## config.mk

```make
export PLATFORM = sky130hd
export DESIGN_NAME = cac_top
export DESIGN_NICKNAME = d
export VERILOG_FILES = /design/src/pkg/cac_pkg.sv /design/src/hdl/cac_serial_slave.sv /design/src/hdl/cac_top.sv
export SDC_FILE = /design/constraint.sdc
export NUM_CORES = 1
export LEC_CHECK = 0
export BUFFER_PORTS_ARGS = -buffer_cell sky130_fd_sc_hd__clkbuf_2
export CAP_MARGIN = 40
export CELL_PAD_IN_SITES_DETAIL_PLACEMENT = 1
export CELL_PAD_IN_SITES_GLOBAL_PLACEMENT = 1
export CORE_MARGIN = 2
export CORE_UTILIZATION = 30
export DETAILED_ROUTE_END_ITERATION = 8
export GPL_TIMING_DRIVEN = 0
export PLACE_DENSITY_LB_ADDON = 0.1
export REMOVE_ABC_BUFFERS = 1
export SETUP_SLACK_MARGIN = 0.2
export SLEW_MARGIN = 5
export SYNTH_ARGS = -nofsm -noshare
export SYNTH_HDL_FRONTEND = slang
export SYNTH_SLANG_ARGS = --single-unit
```

## constraint.sdc

```tcl
create_clock -name core_clk -period 5.28 [get_ports core_clk]
set_input_delay 0 -clock core_clk [delete_from_list [all_inputs] [get_ports core_clk]]
set_output_delay 0 -clock core_clk [all_outputs]
set_load 0.02 [all_outputs]
```

## src/pkg/cac_pkg.sv

```systemverilog
// charge accumulator counter: shared offsets, field positions, reset values and carriers
// assumes a single core clock; all serial and converter pins arrive asynchronously
package cac_pkg;

   // ****************************************
   // serial port
   // ****************************************
   localparam logic [6:0]  DEV_ADDR       = 7'h5A;   // arbitrary bus address
   localparam logic [3:0]  BITS_PER_BYTE  = 4'h8;
   localparam logic [3:0]  ACK_DONE       = 4'h9;

   // ****************************************
   // register offsets and fields
   // ****************************************
   localparam logic [7:0]  OFF_ALERT_EN   = 8'h0D;
   localparam logic [7:0]  OFF_LOW_LIMIT  = 8'h10;
   localparam logic [7:0]  OFF_HIGH_LIMIT = 8'h11;
   localparam logic [7:0]  OFF_RATIO      = 8'h12;
   localparam logic [7:0]  OFF_ACCUM      = 8'h13;
   localparam logic [7:0]  OFF_CONFIG     = 8'h14;
   localparam logic [7:0]  OFF_FLAGS      = 8'h1F;
   localparam int          BIT_LOW_EN     = 13;
   localparam int          BIT_HIGH_EN    = 12;
   localparam int          BIT_COUNT_EN   = 2;
   localparam int          BIT_LOW_FLAG   = 1;
   localparam int          BIT_HIGH_FLAG  = 0;

   // ****************************************
   // reset values and accumulator limits
   // ****************************************
   localparam logic [15:0] RST_RATIO      = 16'h0200;
   localparam logic [15:0] RST_LOW_LIMIT  = 16'h0000;
   localparam logic [15:0] RST_HIGH_LIMIT = 16'hFFFF;
   localparam logic [15:0] RST_ACCUM      = 16'h0000;
   localparam logic [15:0] ACCUM_MAX      = 16'hFFFF;
   localparam logic [15:0] ACCUM_MIN      = 16'h0000;

   // ****************************************
   // carriers
   // ****************************************
   typedef struct packed {
      logic        tick;    // converter tick, one rising edge per ramp reversal
      logic        sw;      // converter switch state
      logic        ramp;    // converter ramp direction
   } cac_conv_t;

   typedef struct packed {
      logic        wr;      // one-cycle write strobe
      logic [7:0]  addr;    // command code selects the register
      logic [15:0] data;    // word, low byte sent first
   } cac_wr_t;

endpackage : cac_pkg

```

## src/hdl/cac_serial_slave.sv

```systemverilog
// serial word-register slave: address, command, two data bytes, low byte first
// assumes scl and sda are asynchronous pins; read data is served from rd_data by command
`timescale 1ns/100ps
module cac_serial_slave (
   input  wire logic           core_clk,  // core clock
   input  wire logic           rst,       // synchronous reset
   input  wire logic           ce,        // clock enable
   input  wire logic           scl_i,     // serial clock pin
   input  wire logic           sda_i,     // serial data pin level
   output logic                sda_oe,    // high pulls data low
   output cac_pkg::cac_wr_t    wr_req,    // register write strobe
   output logic [7:0]          rd_addr,   // command code for reads
   input  wire logic [15:0]    rd_data    // word at rd_addr
);

   typedef enum logic [2:0] {CAC_IDLE, CAC_ADDR, CAC_CMD, CAC_WLO, CAC_WHI, CAC_RD, CAC_IGN}
      cac_sst_t;

   logic [2:0]  scl_s, sda_s;             // [0],[1] synchroniser, [2] previous level
   cac_sst_t    st, next_st;
   logic [3:0]  cnt, next_cnt;
   logic [7:0]  sh, next_sh, lo, next_lo, cmd, next_cmd;
   logic [15:0] txs, next_txs;
   logic        ack, next_ack, next_oe;
   cac_pkg::cac_wr_t next_wr;
   logic        rise, fall, start, stop;
   logic [7:0]  byte_in;

   // ****************************************
   // pin synchronisers
   // ****************************************
   // only the second stage and its delayed copy feed edge detection
   always_ff @(posedge core_clk) begin
      if (rst) begin
         scl_s <= 3'h7;
         sda_s <= 3'h7;
      end else if (ce) begin
         scl_s <= {scl_s[1:0], scl_i};
         sda_s <= {sda_s[1:0], sda_i};
      end
   end

   assign rise    = scl_s[1] & ~scl_s[2];
   assign fall    = ~scl_s[1] & scl_s[2];
   assign start   = scl_s[1] & scl_s[2] & sda_s[2] & ~sda_s[1];
   assign stop    = scl_s[1] & scl_s[2] & ~sda_s[2] & sda_s[1];
   assign byte_in = {sh[6:0], sda_s[1]};
   assign rd_addr = cmd;

   // ****************************************
   // byte engine
   // ****************************************
   // next state of the protocol; a stop or new start always resyncs the engine
   always_comb begin
      next_st  = st;
      next_cnt = cnt;
      next_sh  = sh;
      next_lo  = lo;
      next_cmd = cmd;
      next_txs = txs;
      next_ack = ack;
      next_oe  = sda_oe;
      next_wr  = '{wr: 1'b0, addr: cmd, data: 16'h0000};
      if (start) begin
         next_st  = CAC_ADDR;
         next_cnt = 4'h0;
         next_oe  = 1'b0;
      end else if (stop) begin
         next_st  = CAC_IDLE;
         next_oe  = 1'b0;
      end else if (st != CAC_IDLE && rise) begin
         if (cnt < cac_pkg::BITS_PER_BYTE) begin
            next_sh  = byte_in;
            next_cnt = cnt + 4'h1;
         end else begin
            next_cnt = cac_pkg::ACK_DONE;
            if (st == CAC_RD && sda_s[1]) next_st = CAC_IDLE;  // host nack ends the read
         end
         if (cnt == cac_pkg::BITS_PER_BYTE - 4'h1) begin
            next_ack = 1'b1;
            case (st)
               CAC_ADDR: begin
                  if (byte_in[7:1] != cac_pkg::DEV_ADDR) begin
                     next_ack = 1'b0;
                     next_st  = CAC_IGN;
                  end else if (byte_in[0]) begin
                     next_st  = CAC_RD;
                     next_txs = {rd_data[7:0], rd_data[15:8]};
                  end else begin
                     next_st  = CAC_CMD;
                  end
               end
               CAC_CMD: begin
                  next_cmd = byte_in;
                  next_st  = CAC_WLO;
               end
               CAC_WLO: begin
                  next_lo = byte_in;
                  next_st = CAC_WHI;
               end
               CAC_WHI: begin
                  next_wr = '{wr: 1'b1, addr: cmd, data: {byte_in, lo}};
                  next_st = CAC_IGN;
               end
               default: next_ack = 1'b0;            // reads and surplus bytes
            endcase
         end
      end else if (st != CAC_IDLE && fall) begin
         next_oe = 1'b0;
         if (cnt == cac_pkg::ACK_DONE) next_cnt = 4'h0;
         if (cnt == cac_pkg::BITS_PER_BYTE) begin
            next_oe = ack;
         end else if (st == CAC_RD && (cnt == cac_pkg::ACK_DONE ||
                                       cnt < cac_pkg::BITS_PER_BYTE)) begin
            next_oe  = ~txs[15];                     // drive low for a zero bit
            next_txs = {txs[14:0], 1'b1};
         end
      end
   end

   always_ff @(posedge core_clk) begin
      if (rst) begin
         st     <= CAC_IDLE;
         cnt    <= 4'h0;
         sh     <= 8'h00;
         lo     <= 8'h00;
         cmd    <= 8'h00;
         txs    <= 16'hFFFF;
         ack    <= 1'b0;
         sda_oe <= 1'b0;
         wr_req <= '0;
      end else if (ce) begin
         st     <= next_st;
         cnt    <= next_cnt;
         sh     <= next_sh;
         lo     <= next_lo;
         cmd    <= next_cmd;
         txs    <= next_txs;
         ack    <= next_ack;
         sda_oe <= next_oe;
         wr_req <= next_wr;
      end
   end

endmodule : cac_serial_slave

```

## src/hdl/cac_top.sv

```systemverilog
// charge accumulator counter: tick divider, saturating accumulator, trip alerts, registers
// assumes converter and serial pins are asynchronous; registers reached over the serial port
`timescale 1ns/100ps
module cac_top (
   input  wire logic              core_clk,  // 200 MHz core clock
   input  wire logic              rst,       // synchronous reset, active high
   input  wire logic              ce,        // clock enable, freezes all state
   input  wire cac_pkg::cac_conv_t conv,     // converter tick, switch, ramp
   input  wire logic              scl_i,     // serial clock pin
   input  wire logic              sda_i,     // serial data pin level
   output logic                   sda_o,     // serial data drive level
   output logic                   sda_oe,    // serial data pull-low enable
   output logic                   alert_o,   // alert drive level
   output logic                   alert_oe   // alert pull-low enable
);

   logic [2:0]       tick_s;                 // [0],[1] synchroniser, [2] previous
   logic [1:0]       sw_s, ramp_s;
   logic [15:0]      low_lim, next_low_lim, high_lim, next_high_lim;
   logic [15:0]      ratio, next_ratio, accum, next_accum;
   logic             cnt_en, next_cnt_en, low_en, next_low_en, high_en, next_high_en;
   logic             low_flag, next_low_flag, high_flag, next_high_flag, next_alert;
   logic signed [16:0] div, next_div;
   logic             tick_edge, up, ovf, unf;
   cac_pkg::cac_wr_t wr_req;
   logic [7:0]       rd_addr;
   logic [15:0]      rd_data;

   // decode shared by reads and writes
   function automatic logic hit(input logic [7:0] a, input logic [7:0] off);
      hit = (a == off);
   endfunction : hit

   assign sda_o   = 1'b0;                    // open drain: only ever pulls low
   assign alert_o = 1'b0;

   // ****************************************
   // serial port
   // ****************************************
   cac_serial_slave cac_serial_slave_inst (
      .core_clk (core_clk),
      .rst      (rst),
      .ce       (ce),
      .scl_i    (scl_i),
      .sda_i    (sda_i),
      .sda_oe   (sda_oe),
      .wr_req   (wr_req),
      .rd_addr  (rd_addr),
      .rd_data  (rd_data)
   );

   // ****************************************
   // converter synchronisers
   // ****************************************
   always_ff @(posedge core_clk) begin
      if (rst) begin
         tick_s <= 3'h0;
         sw_s   <= 2'h0;
         ramp_s <= 2'h0;
      end else if (ce) begin
         tick_s <= {tick_s[1:0], conv.tick};
         sw_s   <= {sw_s[0], conv.sw};
         ramp_s <= {ramp_s[0], conv.ramp};
      end
   end

   assign tick_edge = tick_s[1] & ~tick_s[2];
   assign up        = sw_s[1] ^ ramp_s[1];

   // ****************************************
   // read mux
   // ****************************************
   // unmapped commands read as zero; any register may be read at any time
   always_comb begin
      rd_data = 16'h0000;
      if (hit(rd_addr, cac_pkg::OFF_ALERT_EN)) begin
         rd_data[cac_pkg::BIT_LOW_EN]  = low_en;
         rd_data[cac_pkg::BIT_HIGH_EN] = high_en;
      end
      if (hit(rd_addr, cac_pkg::OFF_LOW_LIMIT))  rd_data = low_lim;
      if (hit(rd_addr, cac_pkg::OFF_HIGH_LIMIT)) rd_data = high_lim;
      if (hit(rd_addr, cac_pkg::OFF_RATIO))      rd_data = ratio;
      if (hit(rd_addr, cac_pkg::OFF_ACCUM))      rd_data = accum;
      if (hit(rd_addr, cac_pkg::OFF_CONFIG))     rd_data[cac_pkg::BIT_COUNT_EN] = cnt_en;
      if (hit(rd_addr, cac_pkg::OFF_FLAGS)) begin
         rd_data[cac_pkg::BIT_LOW_FLAG]  = low_flag;
         rd_data[cac_pkg::BIT_HIGH_FLAG] = high_flag;
      end
   end

   // ****************************************
   // registers, divider, accumulator, alerts
   // ****************************************
   // a ratio of zero behaves as one: every tick overflows or underflows
   always_comb begin
      next_low_lim  = low_lim;
      next_high_lim = high_lim;
      next_ratio    = ratio;
      next_cnt_en   = cnt_en;
      next_low_en   = low_en;
      next_high_en  = high_en;
      next_div      = div;
      next_accum    = accum;
      ovf           = 1'b0;
      unf           = 1'b0;
      if (!cnt_en) begin
         next_div = 17'sh00000;
      end else if (tick_edge) begin
         if (up && div + 17'sh00001 >= $signed({1'b0, ratio})) begin
            ovf      = 1'b1;
            next_div = 17'sh00000;
         end else if (!up && div - 17'sh00001 <= -$signed({1'b0, ratio})) begin
            unf      = 1'b1;
            next_div = 17'sh00000;
         end else if (up) begin
            next_div = div + 17'sh00001;
         end else begin
            next_div = div - 17'sh00001;
         end
      end
      if (ovf && accum != cac_pkg::ACCUM_MAX) next_accum = accum + 16'h0001;
      if (unf && accum != cac_pkg::ACCUM_MIN) next_accum = accum - 16'h0001;
      if (wr_req.wr) begin
         if (hit(wr_req.addr, cac_pkg::OFF_LOW_LIMIT))  next_low_lim  = wr_req.data;
         if (hit(wr_req.addr, cac_pkg::OFF_HIGH_LIMIT)) next_high_lim = wr_req.data;
         if (hit(wr_req.addr, cac_pkg::OFF_RATIO))      next_ratio    = wr_req.data;
         if (hit(wr_req.addr, cac_pkg::OFF_ACCUM))      next_accum    = wr_req.data;
         if (hit(wr_req.addr, cac_pkg::OFF_CONFIG))
            next_cnt_en = wr_req.data[cac_pkg::BIT_COUNT_EN];
         if (hit(wr_req.addr, cac_pkg::OFF_ALERT_EN)) begin
            next_low_en  = wr_req.data[cac_pkg::BIT_LOW_EN];
            next_high_en = wr_req.data[cac_pkg::BIT_HIGH_EN];
         end
      end
   end

   // flags are sticky; writing a zero clears, a same-cycle trip still sets
   always_comb begin
      next_low_flag  = low_flag;
      next_high_flag = high_flag;
      if (wr_req.wr && hit(wr_req.addr, cac_pkg::OFF_FLAGS)) begin
         next_low_flag  = low_flag & wr_req.data[cac_pkg::BIT_LOW_FLAG];
         next_high_flag = high_flag & wr_req.data[cac_pkg::BIT_HIGH_FLAG];
      end
      if (low_en && accum < low_lim)   next_low_flag  = 1'b1;
      if (high_en && accum > high_lim) next_high_flag = 1'b1;
      next_alert = next_low_flag | next_high_flag;
   end

   always_ff @(posedge core_clk) begin
      if (rst) begin
         low_lim   <= cac_pkg::RST_LOW_LIMIT;
         high_lim  <= cac_pkg::RST_HIGH_LIMIT;
         ratio     <= cac_pkg::RST_RATIO;
         accum     <= cac_pkg::RST_ACCUM;
         cnt_en    <= 1'b0;
         low_en    <= 1'b0;
         high_en   <= 1'b0;
         div       <= 17'sh00000;
         low_flag  <= 1'b0;
         high_flag <= 1'b0;
         alert_oe  <= 1'b0;
      end else if (ce) begin
         low_lim   <= next_low_lim;
         high_lim  <= next_high_lim;
         ratio     <= next_ratio;
         accum     <= next_accum;
         cnt_en    <= next_cnt_en;
         low_en    <= next_low_en;
         high_en   <= next_high_en;
         div       <= next_div;
         low_flag  <= next_low_flag;
         high_flag <= next_high_flag;
         alert_oe  <= next_alert;
      end
   end

endmodule : cac_top

```

* Word level (Yosys, flattened, before mapping)
Index checks and enable logic that the tools add are counted.
** Storage, ports and cells
- Memory bits (read-only) :: 0
- Memory bits (writable) :: 0
- Memories kept :: 0
- Flip-flop bits (word level) :: 173
- Output and inout bits :: 4
- Word-level logic and storage cells :: 189
- Bits in latches :: 0
** Cells by class
- Shift-type cells :: 0
- Multiply operators :: 0
- Order comparisons :: 5
- Bitwise gates (word level) :: 20
- Reductions and logical operators :: 36
- Equal/unequal tests :: 32
- Div/mod/pow operators :: 0
- Muxes and demuxes :: 63
- $add $sub $neg :: 6
** Operators with widths (number)
- 16-bit 2-to-1 mux :: 16
- 25-bit 2-to-1 mux :: 5
- 8-bit by 5-bit == test with 1-bit output, second input constant :: 12
- 17-bit 2-to-1 mux :: 5
- 3-bit 2-to-1 mux :: 8
- 4-bit 2-to-1 mux :: 6
- 1-bit 2-to-1 mux :: 19
- 3-bit AND reduction :: 6
- 17-bit by 2-bit adder with 17-bit output, second input constant :: 1
- 17-bit >= comparator :: 1
- 17-bit <= comparator :: 1
- 16-bit negation with 17-bit output :: 1
- 17-bit by 2-bit subtractor with 17-bit output, second input constant :: 1
- 16-bit by 1-bit adder with 16-bit output, second input constant :: 1
- 8-bit by 4-bit == test with 1-bit output, second input constant :: 2
- 16-bit greater-than comparator :: 1
- 16-bit < comparator :: 1
- 16-bit != test, second input constant :: 1
- 16-bit nonzero test :: 1
- 16-bit by 1-bit subtractor with 16-bit output, second input constant :: 1
- 3-bit nonzero test :: 5
- 3-bit case mux with 4 select lines :: 1
- 6-bit AND reduction :: 2
- 1-bit logical AND :: 11
- 25 further kinds :: 53

* Longest topological paths before layout
- Word-level depth :: 12
- Gate-level depth with buffers :: 16
- Mapped depth without buffers :: 14

* Cells and area by module
A second synthesis with hierarchy kept.
** Unflattened totals
- Cell total of the unflattened synthesis :: 1360
- Area, all modules :: 11548.6 sq um
** Modules (own cells, without submodules)
- cac_top :: area an instance 7679.9 sq um, sequential area each 1881.8 sq um, times used 1, cells each 957
- cac_serial_slave :: area an instance 3868.7 sq um, sequential area each 1581.5 sq um, times used 1, cells each 403

* Worst setup path before layout
No wires, ideal clock.
- Path kind :: reg2reg
- From :: register div[0]
- To :: register accum[0]
- Stages on the path, launching flop included :: 14
- Arrival time :: 3.417 ns
- Setup slack :: 1.801 ns
- Path through :: dfxtp_1 > ha_1 > and4_1 > nand4_1 > nor2_1 > xor2_1 > ha_1 > a21oi_1 > nor2b_1 > a2111oi_0 > nand3_1 > and3_1 > or4_1 > nand3_1
** On the way
- Longest elaborated chain between the ends :: 11
** Ends and longest elaborated chain
- from (decl) :: line cac_top.sv:23 : logic signed [16:0] div, next_div;
- from (signal assigned) :: line cac_top.sv:171 : div <= next_div;
- 17-bit by 2-bit adder with 17-bit output / 17-bit by 2-bit subtractor with 17-bit output (equally long branches) :: line cac_top.sv:109, cac_top.sv:112
- 17-bit >= comparator / 17-bit <= comparator (equally long branches) :: line cac_top.sv:109, cac_top.sv:112
- 1-bit logical AND (on tied branches) :: line cac_top.sv:109, cac_top.sv:112
- 1-bit 2-to-1 mux (on tied branches) :: line cac_top.sv:109, cac_top.sv:112
- 1-bit 2-to-1 mux (on tied branches) :: line cac_top.sv:108, cac_top.sv:109
- 1-bit 2-to-1 mux (on tied branches) :: line cac_top.sv:106, cac_top.sv:108
- 1-bit logical AND / 1-bit 2-to-1 mux (equally long branches) :: line cac_top.sv:121, cac_top.sv:106
- 16-bit 2-to-1 mux / 1-bit logical AND (equally long branches) :: line cac_top.sv:121, cac_top.sv:122
- 16-bit 2-to-1 mux (*) :: line cac_top.sv:122 : if (unf && accum != cac_pkg::ACCUM_MIN) next_accum = accum - 16'h0001;
- 16-bit 2-to-1 mux :: line cac_top.sv:127 : if (hit(wr_req.addr, cac_pkg::OFF_ACCUM)) next_accum = wr_req.data;
- 16-bit 2-to-1 mux (*) :: line cac_top.sv:123 : if (wr_req.wr) begin
- to (signal assigned) :: line cac_top.sv:155 : accum <= cac_pkg::RST_ACCUM;
- to (signal assigned) :: line cac_top.sv:167 : accum <= next_accum;
- to (decl) :: line cac_top.sv:20 : logic [15:0] ratio, next_ratio, accum, next_accum;
Mark *: on every way between the ends. The rest lies on a longest branch, timed or not.
A chain may end at the register's enable or synchronous reset.

* Worst setup path after layout
- From :: register div[2]
- To :: register div[10]
** On the way
- Longest elaborated chain between the ends :: 7
** Ends and longest elaborated chain
- 17-bit by 2-bit subtractor with 17-bit output :: line cac_top.sv:112, cac_top.sv:118
- 17-bit <= comparator :: line cac_top.sv:112 : end else if (!up && div - 17'sh00001 <= -$signed({1'b0, ratio})) begin
- 1-bit logical AND :: line cac_top.sv:112
- 17-bit 2-to-1 mux :: line cac_top.sv:112
- 17-bit 2-to-1 mux (*) :: line cac_top.sv:109 : if (up && div + 17'sh00001 >= $signed({1'b0, ratio})) begin
- 17-bit 2-to-1 mux (*) :: line cac_top.sv:108 : end else if (tick_edge) begin
- 17-bit 2-to-1 mux (*) :: line cac_top.sv:106 : if (!cnt_en) begin
Mark *: on every way between the ends. The rest lies on a longest branch, timed or not. The select of a mux whose other input is x is not followed.

==> results.cfg <==
[status]
status = complete, no violations

[drt]
route.met2.wl_mm = 18.30
postRouteAntennaNets = 0
firstDrtPassIters = 4
wirelength_mm = 39.38
via_per_inst = 5.506
wl_met3_um = 851
drc_errors = 0
vias = 9939
wl_met1_mm = 19.69
drt_iter0_markers = 548
dr.max_layer_used = met4
wl_per_cell_um = 21.82

[floorplanning]
fp.dieH_um = 196.6
num_rows = 70
die_area_um2 = 38650
initial_utilization_pct = 30.39
die_x_um = 196.6
ios = 12
coreArea_um2 = 36610

[pwr]
p_switching_uw = 754.5
pwr-share-comb_pct = 4.5
p_int_mw = 2.028
leakage_nw = 4.771
p_total_mw = 2.782
p_clk_share_pct = 48.1
power_per_cell_area_nw_per_um2 = 225.4
power_frac_seq_pct = 47.4
vdd_drop_max_mv = 0.2279
p_sw_share_pct = 27.12

[clocking]
cts_root_buf = clkbuf_16
cts.clk_slew.worst_paths_ns = 0.08
htreeDepth = 4
cts_made_buffers = 17
cts_tree = yes
clock_latency_ns = 0.45
cts.sinks = 173
clock_path_buffers = 2

[place]
placed_area_um2 = 11640
io_buffers = 9
place_ws_ns = 0.4977
dp_hpwl_mm = 28.55
gp_congestion = 0.8223

[sta]
skew_ns = 0.008945
grt_setup_unrepaired = no
finalSetupViolCount = 0
hold_slack_ns = 0.3056
max_freq_mhz = 219.7
max-slew-margin-rel_pct = 39.54
layout_min_cycle_time_ns = 4.552
maxSlewViolCount = 0
worst_slack_ns = 0.7285
post-route-period-util_pct = 86.20
tightest_slew_ns = 0.9069
hold_viol = 0

[finish]
antenna_cells = 0
area_delta_synth_final_pct = 10.94
fin_nets = 1404
fillers = 4345
final_area_um2 = 12340
drive_gt1_share_pct = 8.227

[critical_path]
cp_cell_sequence = nor4_2, nand4b_1, nor3_1, xor2_1, ha_1, a21oi_1, o2111ai_1, nand2b_1, nand3_1, nor3_4, buf_4, a41oi_1, a31oi_1
crit_type = reg -> reg
startpoint_type = register
cp_max_fo = 13
slowest_stage = nor4_2
arrival_ns = 4.93
required_ns = 5.66
crit_path_max_incr_delay_ns = 0.60
r2r_setup_slack_ns = 0.73
crit_path_end_kind = register

[grt]
grt_overflow = 0
grt_pass1_wl_mm = 62.58
grt_pass1_vias = 10150
grt_max_degree = 101
antenna_found_initial = 1
track_usage_pct = 21.10

[yosys]
yosysTopAreaCellShare_pct = 31.13
synth-seq-cells = 173
yosys.area.top_type = dfxtp_1
synthCells = 1373
synth-seq-area-share_pct = 31.13
synth_edf_count = 0
synth-async-reset-ratio_pct = 0
ys_types = 84
synth_most_common_cell = dfxtp_1
synth_commonest_cells = 173 x dfxtp_1, 151 x nand2_1, 149 x nor2_1, 84 x clkbuf_1, 72 x ha_1
ys.flop_type = dfxtp_1
netlist_area_um2 = 11130
yosys_warnings = 0
synth.area.top_cells = dfxtp_1 31%, ha_1 8.1%, mux2i_1 6.0%
avgSynthCellArea_um2 = 8.104

[flow_run]
max_cap_viol_count = 0

[worst_hold_path]
hold_path_class = in -> reg
==> power groups by stage <==
stage | clock network, mW | logic [mW] | registers, mW
2_1_floorplan | 0 | 0.0582 | 1.35
3_3_place_gp | 0 | 0.114 | 1.35
3_5_place_dp | 0 | 0.123 | 1.35
4_1_cts | 1.39 | 0.127 | 1.32
5_1_grt | 1.44 | 0.139 | 1.32
6_report | 1.34 | 0.125 | 1.32
==> kinds of logic (layout without fill, tap and decap cells) <==
logic type	count (synthesis)	in the layout	synth area share (%)
and+or+nand+nor	547	547	24.76
AOI/OAI and AO/OA	273	273	16.95
buffers and inverters	175	138	6.308
DFF	173	173	31.13
muxes	85	85	8.962
adders and majority gates	72	72	8.096
xor gates and xnor gates	47	47	3.767
other	1	2	0.03370
==> area by class of cell <==
cell class / count / area, um2 / share of cell area (%)
tap: 468 / 585.6 / 4.744
multi-input combinational: 1026 / 7032 / 56.96
clock buffer: 17 / 425.4 / 3.446
inverter: 70 / 264.0 / 2.139
sequential: 173 / 3465 / 28.07
timing repair buffer: 36 / 397.9 / 3.223
clock inverter: 15 / 175.2 / 1.419
==> cell usage in the layout (no fill, tap or decap), types with 8 or more instances in the layout <==
| cell | Yosys | layout |
|---|---|---|
| a22oi_1 | 18 | 18 |
| nand4_1 | 24 | 24 |
| nand2_1 | 151 | 151 |
| xnor2_1 | 31 | 31 |
| o211ai_1 | 32 | 32 |
| o21a_1 | 11 | 11 |
| o2111ai_1 | 8 | 8 |
| nor2b_1 | 8 | 8 |
| dfxtp_1 | 173 | 172 |
| clkbuf_16 | 0 | 17 |
| nor2_1 | 149 | 149 |
| a21oi_1 | 66 | 66 |
| mux2i_1 | 67 | 67 |
| and4_1 | 8 | 8 |
| and3_1 | 22 | 22 |
| xor2_1 | 15 | 15 |
| a31oi_1 | 11 | 11 |
| o21ai_0 | 41 | 41 |
| nor3_1 | 39 | 37 |
| a32oi_1 | 22 | 22 |
| ha_1 | 72 | 72 |
| inv_1 | 69 | 68 |
| nor4_1 | 13 | 13 |
| o311ai_0 | 12 | 12 |
| mux4_2 | 11 | 11 |
| nand3_1 | 56 | 56 |
| nand2b_1 | 8 | 8 |
| or4_1 | 11 | 11 |
==> layer usage <==
metal / global-route usage, % / vias up
met3: 2.498 / 37
met5: 0 / -
met1: 29.58 / 4922
met2: 34.38 / 105
li1: - / 4875
met4: 5.514 / 0
==> per-stage QoR <==
step           util (%)  std cells  setup TNS, ns
2_1_floorplan         -       1269              0
6_report          33.72       1805              0
4_1_cts           33.61       1802              0
3_3_place_gp      30.93       1746         -75.56
3_5_place_dp      31.81       1764              0
5_1_grt           33.72       1805              0
==> worst max-delay path: cells and delay by family (launching register included) <==
family	cells	cell delay, ns
xor gates and xnor gates	1	0.31
and+or+nand+nor	6	2.56
AOI/OAI and AO/OA	4	0.63
buffers and inverters	1	0.29
adders and majority gates	1	0.21
DFF	1	0.46
==> final timing paths <==
check | startpoint | cells after the start | endpoint
worst max register to register | div[2] | 13 | div[10]
worst max-delay path | div[2] | 13 | div[10]
worst min register to register | low_lim[2] | 2 | low_lim[2]
worst min-delay path | sda_i | 4 | cac_serial_slave_inst.sda_s[0]
==> sequential cells by signal (all words and copies together), names as in the netlist, 2 cells and up <==
signal,flops
accum,16
cac_serial_slave_inst.cnt,4
cac_serial_slave_inst.lo,8
cac_serial_slave_inst.rd_addr,8
cac_serial_slave_inst.scl_s,3
cac_serial_slave_inst.sda_s,3
cac_serial_slave_inst.sh,7
cac_serial_slave_inst.st,3
cac_serial_slave_inst.txs,16
cac_serial_slave_inst.wr_req,25
div,17
high_lim,16
low_lim,16
ramp_s,2
ratio,16
sw_s,2
tick_s,3
==> timing repair <==
| item | in CTS | in global routing |
|---|---|---|
| setup endpoints to repair | 0 | 13 |
| hold endpoints to repair | 40 | 0 |
| buffers inserted | 0 | 2 |
| resized for setup | 0 | 1 |
| hold buffers | 6 | 0 |
No activity file was read; power rests on OpenSTA's default activity.
